<file path="config.mk">
export PLATFORM = sky130hd
export DESIGN_NAME = usm_spi_master
export DESIGN_NICKNAME = d
export VERILOG_FILES = /design/src/usm_pkg.sv /design/src/usm_stream_if.sv /design/src/usm_tx_buf.sv /design/src/usm_spi_master.sv
export SDC_FILE = /design/constraint.sdc
export NUM_CORES = 1
export LEC_CHECK = 0
export ABC_AREA = 1
export BUFFER_PORTS_ARGS = -buffer_cell sky130_fd_sc_hd__buf_2
export CORE_MARGIN = 2
export CORE_UTILIZATION = 58
export DETAILED_ROUTE_END_ITERATION = 12
export PLACE_DENSITY = 0.81
export SYNTH_ARGS = -nofsm -noshare
export SYNTH_HDL_FRONTEND = slang
export SYNTH_SLANG_ARGS = --single-unit
</file>
<file path="constraint.sdc">
create_clock -name core_clk -period 2.6 [get_ports core_clk]
set_input_delay 0.26 -clock core_clk [delete_from_list [all_inputs] [get_ports core_clk]]
set_output_delay 0.26 -clock core_clk [all_outputs]
set_load 0.005 [all_outputs]
</file>
<file path="src/usm_pkg.sv">
// Shared constants and types for the master SPI serial port
package usm_pkg;
    // Character width and divisor width
    localparam int unsigned DATA_W    = 8;
    localparam int unsigned DIV_W     = 12;
    // Operating mode code that selects master SPI operation
    localparam logic [1:0]  MODE_MSPI = 2'h3;
    // Index of the last of the sixteen clock edges of a frame
    localparam logic [3:0]  LAST_EDGE = 4'hF;
    localparam logic [3:0]  EDGE_RST  = 4'h0;
    // Divisor counter value after reset
    localparam logic [11:0] DIV_RST   = 12'h000;
    // Data values after reset
    localparam logic [7:0]  BYTE_RST  = 8'h00;
    // Data line rests high between frames
    localparam logic        LINE_IDLE = 1'h1;
    // Two-entry buffer fill levels
    localparam logic [1:0]  BUF_EMPTY = 2'h0;
    localparam logic [1:0]  BUF_ONE   = 2'h1;
    localparam logic [1:0]  BUF_FULL  = 2'h2;
    // Transfer controller states
    typedef enum logic {
        USM_IDLE  = 1'b0,
        USM_SHIFT = 1'b1
    } usm_state_t;
endpackage

</file>
<file path="src/usm_stream_if.sv">
// Valid/ready byte channel between the buffer and the transfer controller
`timescale 1ns/100ps
interface usm_stream_if;
    import usm_pkg::*;
    logic              valid;  // Source holds a byte
    logic              ready;  // Sink takes it this cycle
    logic [DATA_W-1:0] data;   // The byte itself
    modport src (output valid, output data, input ready);
    modport snk (input valid, input data, output ready);
endinterface // usm_stream_if

</file>
<file path="src/usm_tx_buf.sv">
// Two-entry transmit buffer with valid/ready on both sides
`timescale 1ns/100ps
module usm_tx_buf
    import usm_pkg::*;
(
    input  wire logic   core_clk,
    input  wire logic   rst_n,
    usm_stream_if.snk   wr,
    usm_stream_if.src   rd
);
    // All buffer state in one word
    typedef struct packed {
        logic [1:0][DATA_W-1:0] mem;   // Two storage slots
        logic                   wptr;  // Next slot to fill
        logic                   rptr;  // Next slot to drain
        logic [1:0]             cnt;   // Fill level
    } usm_buf_t;

    usm_buf_t cur;      // Registered state
    usm_buf_t next_buf; // Next state
    logic     push;     // Byte accepted
    logic     pop;      // Byte handed on

    // Full and empty are exact, so a stalled drain side blocks the writer
    assign wr.ready = (cur.cnt != BUF_FULL);
    assign rd.valid = (cur.cnt != BUF_EMPTY);
    assign rd.data  = cur.mem[cur.rptr];
    assign push     = wr.valid && wr.ready;
    assign pop      = rd.valid && rd.ready;

    // Slot and level update
    always_comb begin
        next_buf = cur;
        if (push) begin
            next_buf.mem[cur.wptr] = wr.data;
            next_buf.wptr          = ~cur.wptr;
        end
        if (pop) begin
            next_buf.rptr = ~cur.rptr;
        end
        // Simultaneous push and pop keep the level
        if (push && !pop) begin
            next_buf.cnt = (cur.cnt == BUF_EMPTY) ? BUF_ONE : BUF_FULL;
        end else if (pop && !push) begin
            next_buf.cnt = (cur.cnt == BUF_FULL) ? BUF_ONE : BUF_EMPTY;
        end
    end

    // State register
    always_ff @(posedge core_clk) begin
        if (!rst_n) begin
            cur <= '0;
        end else begin
            cur <= next_buf;
        end
    end
endmodule // usm_tx_buf

</file>
<file path="src/usm_spi_master.sv">
// Master SPI operating mode of the serial port: transfer controller and pins
// Summary of operation
// - Mode code 11 alone enables SPI master
// - Controller owns shifters, buffers, baud generator
// - Parity, recovery and separate sequencers off
// - One shared controller sequences both directions
// - Pin control identical in both modes
// - Control bits keep the same positions
// - Only internally generated clock supported
// - Rate is clock over two(divisor+1)
// - Divisor is twelve bits from two parts
// - Divisor zero gives half system clock
// - Polarity and phase select modes 0-3
// - Shift and sample on opposite edges
// - Full duplex over clock, out, in
// - Selectable LSB or MSB first
// - Transmit double buffered while shifting
// - Eight-bit frames, line idles high
// - Writing data starts both-direction transfer
// - Framing, overrun, parity flags read zero
`timescale 1ns/100ps
module usm_spi_master
    import usm_pkg::*;
(
    input  wire logic              core_clk,
    input  wire logic              rst_n,
    input  wire logic [1:0]        operating_mode_select,
    input  wire logic              transmitter_enable_bit,
    input  wire logic              receiver_enable_bit,
    input  wire logic              clock_polarity_bit,
    input  wire logic              clock_phase_bit,
    input  wire logic              lsb_first,
    input  wire logic [3:0]        baud_divisor_high,
    input  wire logic [7:0]        baud_divisor_low,
    input  wire logic              clock_pin_direction,
    input  wire logic [DATA_W-1:0] serial_data_write,
    input  wire logic              serial_data_write_stb,
    output logic                   tx_buffer_empty,
    output logic [DATA_W-1:0]      serial_data_read,
    output logic                   rx_complete,
    input  wire logic              serial_data_read_stb,
    output logic                   tx_complete,
    input  wire logic              tx_complete_clear,
    output logic                   framing_error_flag,
    output logic                   overrun_error_flag,
    output logic                   parity_error_flag,
    output logic                   master_spi_operation,
    output logic                   transfer_busy,
    output logic                   transfer_clock_pin_out,
    output logic                   transfer_clock_pin_oe_n,
    output logic                   serial_out_pin,
    output logic                   serial_out_pin_oe_n,
    input  wire logic              serial_in_pin
);
    // Controller state, one packed word
    typedef struct packed {
        usm_state_t        st;       // Idle or shifting
        logic [DIV_W-1:0]  div_cnt;  // Half-period counter
        logic [3:0]        edge_cnt; // Clock edges done in frame
        logic [DATA_W-1:0] tx_byte;  // Byte being sent
        logic [DATA_W-1:0] rx_shift; // Byte being gathered
        logic              sck;      // Clock pin level
        logic              mosi;     // Data out level
        logic [DATA_W-1:0] rx_data;  // Receive buffer
        logic              rx_full;  // Receive buffer holds a byte
        logic              tx_done;  // Sticky transmit-complete
        logic              in_meta;  // First sync stage
        logic              in_sync;  // Second sync stage
    } usm_core_t;

    usm_core_t         cur;         // Registered state
    usm_core_t         next_core;   // Next state
    logic              active;      // SPI master mode and transmitter on
    logic [DIV_W-1:0]  divisor;     // Assembled baud divisor
    logic              tick;        // Half period elapsed
    logic              frame_done;  // Last edge of the frame now
    logic              load;        // Byte moved into shifter
    logic              lead_edge;   // Coming edge is a leading one
    logic              sample_now;  // Coming edge samples input
    logic              setup_now;   // Coming edge sets up output
    logic [2:0]        out_idx;     // Bit number presented after edge
    logic [DATA_W-1:0] rx_next;     // Receive shifter after sample

    usm_stream_if      wr_ch ();    // Write side of the buffer
    usm_stream_if      rd_ch ();    // Drain side of the buffer

    assign master_spi_operation = (operating_mode_select == MODE_MSPI);
    // only the shared controller runs; the transmitter must be on
    assign active = master_spi_operation && transmitter_enable_bit;
    // twelve-bit divisor, high part over low part
    // Change it only between frames: a count already past it wraps round
    assign divisor = {baud_divisor_high, baud_divisor_low};

    // writes queue into the two-entry buffer
    assign wr_ch.valid     = serial_data_write_stb && active;
    assign wr_ch.data      = serial_data_write;
    assign tx_buffer_empty = wr_ch.ready;

    // controller owns the transmit buffer
    // The receive side needs no queue: one byte is held, newest lost
    usm_tx_buf u_tx_buf (
        .core_clk (core_clk),
        .rst_n    (rst_n),
        .wr       (wr_ch),
        .rd       (rd_ch)
    );

    // half period is divisor+1 clocks; zero gives fclk/2
    assign tick = (cur.st == USM_SHIFT) && (cur.div_cnt == divisor);

    // even edge counts precede a leading edge
    assign lead_edge  = ~cur.edge_cnt[0];
    // phase 0 samples leading, phase 1 samples trailing
    assign sample_now = tick && (lead_edge ^ clock_phase_bit);
    assign setup_now  = tick && !(lead_edge ^ clock_phase_bit);
    assign frame_done = tick && (cur.edge_cnt == LAST_EDGE);

    // a queued byte enters the shifter when it is free
    assign load = active && rd_ch.valid
                  && ((cur.st == USM_IDLE) || frame_done);
    assign rd_ch.ready = load;

    // Bit presented after a setup edge; phase 1 shifts on leading edges
    always_comb begin
        if (clock_phase_bit) begin
            out_idx = cur.edge_cnt[3:1];
        end else begin
            out_idx = 3'(cur.edge_cnt[3:1] + 3'h1);
        end
    end

    // input bit enters from the side that fills first
    always_comb begin
        if (lsb_first) begin
            rx_next = {cur.in_sync, cur.rx_shift[DATA_W-1:1]};
        end else begin
            rx_next = {cur.rx_shift[DATA_W-2:0], cur.in_sync};
        end
    end

    // one controller sequences transmit and receive together
    always_comb begin
        next_core = cur;
        // Input pin passes two flops before anything reads it
        // That delay is why receiving needs a divisor of three or more
        next_core.in_meta = serial_in_pin;
        next_core.in_sync = cur.in_meta;
        // Divisor counter runs only while shifting
        if (cur.st == USM_SHIFT) begin
            next_core.div_cnt = tick ? DIV_RST : 12'(cur.div_cnt + 12'h001);
        end
        // Clock edge and edge count
        if (tick) begin
            next_core.sck      = ~cur.sck;
            next_core.edge_cnt = 4'(cur.edge_cnt + 4'h1);
        end
        // sampling on the opposite edge to setup
        if (sample_now) begin
            next_core.rx_shift = rx_next;
        end
        // setup of next bit; phase 1 sets its last bit on edge 14
        // The closing edge only returns the line to idle
        if (setup_now && !frame_done) begin
            next_core.mosi = lsb_first ? cur.tx_byte[out_idx]
                                       : cur.tx_byte[3'h7 - out_idx];
        end
        // Phase 1 presents the first bit on edge 0
        if (setup_now && clock_phase_bit && (cur.edge_cnt == EDGE_RST)) begin
            next_core.mosi = lsb_first ? cur.tx_byte[0] : cur.tx_byte[7];
        end
        // frame ends after eight bits; line back to idle
        if (frame_done) begin
            next_core.st   = USM_IDLE;
            next_core.mosi = LINE_IDLE;
        end
        // new byte loads, back to back if one waits
        if (load) begin
            next_core.st       = USM_SHIFT;
            next_core.div_cnt  = DIV_RST;
            next_core.edge_cnt = EDGE_RST;
            next_core.tx_byte  = rd_ch.data;
            // Phase 0 must present the first bit before the first edge
            if (!clock_phase_bit) begin
                next_core.mosi = lsb_first ? rd_ch.data[0] : rd_ch.data[7];
            end
        end
        // Receive buffer: reader clears, but a new byte wins
        if (serial_data_read_stb) begin
            next_core.rx_full = 1'b0;
        end
        // A full buffer drops the newest byte, as in normal operation
        if (frame_done && receiver_enable_bit
            && (!cur.rx_full || serial_data_read_stb)) begin
            next_core.rx_data = clock_phase_bit ? rx_next : cur.rx_shift;
            next_core.rx_full = 1'b1;
        end
        // Transmit complete: set wins over clear
        if (tx_complete_clear) begin
            next_core.tx_done = 1'b0;
        end
        if (frame_done && !load) begin
            next_core.tx_done = 1'b1;
        end
        // idle clock follows the polarity bit
        if (next_core.st == USM_IDLE) begin
            next_core.sck = clock_polarity_bit;
        end
        // leaving the mode or disabling aborts the transfer
        if (!active) begin
            next_core.st   = USM_IDLE;
            next_core.sck  = clock_polarity_bit;
            next_core.mosi = LINE_IDLE;
        end
    end

    // State register
    always_ff @(posedge core_clk) begin
        if (!rst_n) begin
            cur          <= '0;
            // Data line starts at its idle level
            cur.mosi     <= LINE_IDLE;
        end else begin
            cur <= next_core;
        end
    end

    // pin drivers: clock direction follows its direction bit
    // clock always made here, never taken in
    assign transfer_clock_pin_out  = cur.sck;
    assign transfer_clock_pin_oe_n = ~clock_pin_direction;
    // data output driven while transmitter runs
    assign serial_out_pin          = cur.mosi;
    assign serial_out_pin_oe_n     = ~active;
    assign serial_data_read        = cur.rx_data;
    assign rx_complete             = cur.rx_full;
    assign tx_complete             = cur.tx_done;
    assign transfer_busy           = (cur.st == USM_SHIFT);
    assign framing_error_flag      = 1'b0;
    assign overrun_error_flag      = 1'b0;
    assign parity_error_flag       = 1'b0;

    // Helper: clock toggles seen in the current frame
    // Feeds only the frame-length check; no pin depends on it
    logic [4:0] toggles;
    always_ff @(posedge core_clk) begin
        if (!rst_n || load) begin
            toggles <= 5'h00;
        end else if (tick) begin
            toggles <= 5'(toggles + 5'h01);
        end
    end
endmodule // usm_spi_master

</file>
==> impl_metrics.yaml <==
pwr:
  p_sw_mw: 0.5272
  p_int_mw: 1.831
  comb_power_share_pct: 7.2
  ir_drop_mv: 0.3450
  switching_share_pct: 22.35
  leakage_nw: 1.978
  seq_power_share_pct: 44.2
  power_density_nw_per_um2: 549.3
  clkPwrFrac_pct: 48.7
layout:
  fillers: 586
  n_antenna_cell: 0
  final-seq-area_um2: 1341
  area.growth.synth_to_final_pct: 12.71
  fin_nets: 662
  drive_above_1_share_pct: 15.31
  multi_input_area_um2: 2013
  final_util_pct: 67.63
  final_cell_mix: "nand2_1 (133), nor2_1 (88), inv_1 (72), dfxtp_1 (67), o21ai_0 (61)"
  layout_commonest_cell: "nand2_1"
worst_setup_path:
  max_stage_delay_ns: 0.38
  critPathLaunchType: "flip-flop"
  critical_path_class: "reg -> reg"
  cp_max_fo: 8
  critPathBufInv: 2
  cp.arrival_ns: 2.44
  required_ns: 2.88
  crit_chain: "inv_1 -> nand2_1 -> inv_1 -> nor2_1 -> nand2_1 -> nor2_1 -> nand3_2 -> o21bai_4 -> nand2_4 -> ha_1 -> a21oi_1 -> o21ai_0 -> a21oi_1"
  end_kind: "flip-flop"
  crit_family: "compound AO/OA/AOI/OAI gates"
  slowest_stage: "dfxtp_1"
route:
  remaining_drc_errors: 0
  first_iter_violations: 217
  routed_wl_um: 8907
  wire_per_inst_um: 12.65
  firstDrtPassIters: 5
  dr_total_vias: 3729
  ant_nets: 0
  vias_per_cell: 5.297
yosys:
  syn_area_um2: 3810
  syn_avg_cell_area_um2: 6.546
  ys_ff_latch: 67
  synthTopCellsByArea: "dfxtp_1 (35%), nand2_1 (13%), nor2_1 (8.7%)"
  syn_inst: 582
  synthDistinctLibCells: 38
  synth-edff-count: 0
  yosys.area.top_type: "dfxtp_1"
  yosys_warnings: 0
  synth_ff_type: "dfxtp_1"
  seq_area_frac_synth_pct: 35.21
  synth_top_area_share_pct: 35.21
  async_flop_share_pct: 0
timing:
  fin_setup_tns_ns: 0
  finalHoldViolCount: 0
  max_freq_mhz: 462.2
  fin_crit_sh_pct: 83.22
  rsz0062_at_grt: "no"
  setup_violations: 0
  relSlewSlack_pct: 66.81
  skew_ns: 0.01294
  worstMarginPinSlew_ns: 0.4926
  fin_crit_ns: 2.164
  drv_slew: 0
grt:
  grt_overflow: 0
  grt_max_degree: 38
  grt_usage_pct: 25.34
  grt_pass1_vias: 3379
  antenna_found_initial: 0
  grt_pass1_wl_um: 14990
hold_path:
  min_path_type: "in -> reg"
placed_design:
  port_buffers: 50
  dpl.hpwl_um: 6584
  place_congestion: 0.9594
die:
  coreArea_um2: 6350
  initial_core_util_pct: 60.00
  core.rowCount: 29
  die_height_um: 85.05
  die_x_um: 85.05
  die_area_um2: 7234
  io_pins: 54
clocking:
  cts_tree: "done"
  cts_sinks: 67
  cts_max_path_buffers: 2
  cts_inserted_buffers: 9
  clk_pin_slew_ns: 0.07
  post-cts-setup-buffer-count: 0
  cts_root_buffer: "clkbuf_8"
  clock_latency_ns: 0.35
  htree_levels: 3
  ctsResizeCount: 0
  cts_hold_buf: 0
flow_run:
  drv_cap: 0
run_status:
  outcome: "complete, no violations"
==> per-layer routing <==
layer,wire (µm),track usage [%],vias to the layer above
li1,-,-,1911
met1,4045,33.23,1678
met2,4166,41.69,120
met3,536,4.572,20
met4,157,9.380,0
met5,0,0,-
==> synth_stat cells, types with 6 or more instances <==
cell type	count
buf_2	6
nand3_1	30
o21ai_0	61
nand2_1	133
mux2i_1	7
xor2_1	7
dfxtp_1	67
inv_1	72
clkbuf_1	7
a21oi_1	34
buf_4	12
nor2_1	88
==> cells by family (layout without fill, tap and decap cells) <==
kind of cell             count (synthesis)  count (layout)  synth area share, %
AO/OA/AOI/OAI                          104             104                14.52
XOR/XNOR                                10              10                2.299
adder cells (fa/ha/maj)                  5               5                1.642
buffers and inverters                  105             148                12.15
flip-flops                              67              67                35.21
multiplexers                             7               7                1.839
other                                    1               3              0.09843
AND/OR/NAND/NOR                        283             283                32.25
==> metrics by stage <==
stage | instances | power (mW) | setup WS (ns) | hold slack, ns | area, µm²
6_report | 704 | 2.359 | 0.4362 | 0.09307 | 4294
5_1_grt | 704 | 2.436 | 0.2281 | 0.1223 | 4294
4_1_cts | 704 | 2.363 | 0.4879 | 0.09028 | 4294
3_5_place_dp | 689 | 1.231 | 0.5555 | 0.3984 | 4033
3_3_place_gp | 689 | 1.227 | 0.6510 | 0.3969 | 4033
2_1_floorplan | 584 | 1.176 | 0.7829 | 0.3576 | 3817
==> flip-flops by register name (all words and copies together) (netlist names) <==
register	cells
transfer_busy	1
u_tx_buf.cur	20
cur	34
serial_data_read	8
rx_complete	1
serial_out_pin	1
transfer_clock_pin_out	1
tx_complete	1
==> final timing paths <==
check | start | end | slack (ns) | cells past startpoint
setup / recovery | cur[39] | u_tx_buf.cur[0] | 0.44 | 13
setup reg to reg | cur[39] | u_tx_buf.cur[0] | 0.44 | 13
hold reg to reg | cur[1] | cur[0] | 0.41 | 2
hold / removal | serial_in_pin | cur[1] | 0.09 | 3
==> power by group through the flow <==
stage	registers [mW]	logic (mW)	clock network, mW
after floorplan	1.06	0.113	0
after global placement	1.06	0.162	0
after detailed placement	1.07	0.166	0
after CTS	1.04	0.167	1.15
after global routing	1.04	0.191	1.20
final	1.04	0.169	1.15
==> tightest hold or removal path, delay by kind of cell <==
family / cells / cell delay, ns
and+or+nand+nor: 1 / 0.04
buffers and inverters: 2 / 0.12
==> layout make-up <==
class	instances	area share, %
sequential	67	31.24
clock buffer	9	2.885
multi-input combinational	412	46.88
timing repair buffer	55	6.702
clock inverter	6	3.205
tap	77	2.244
inverter	78	6.847
Power figures use the tool's default switching activity.
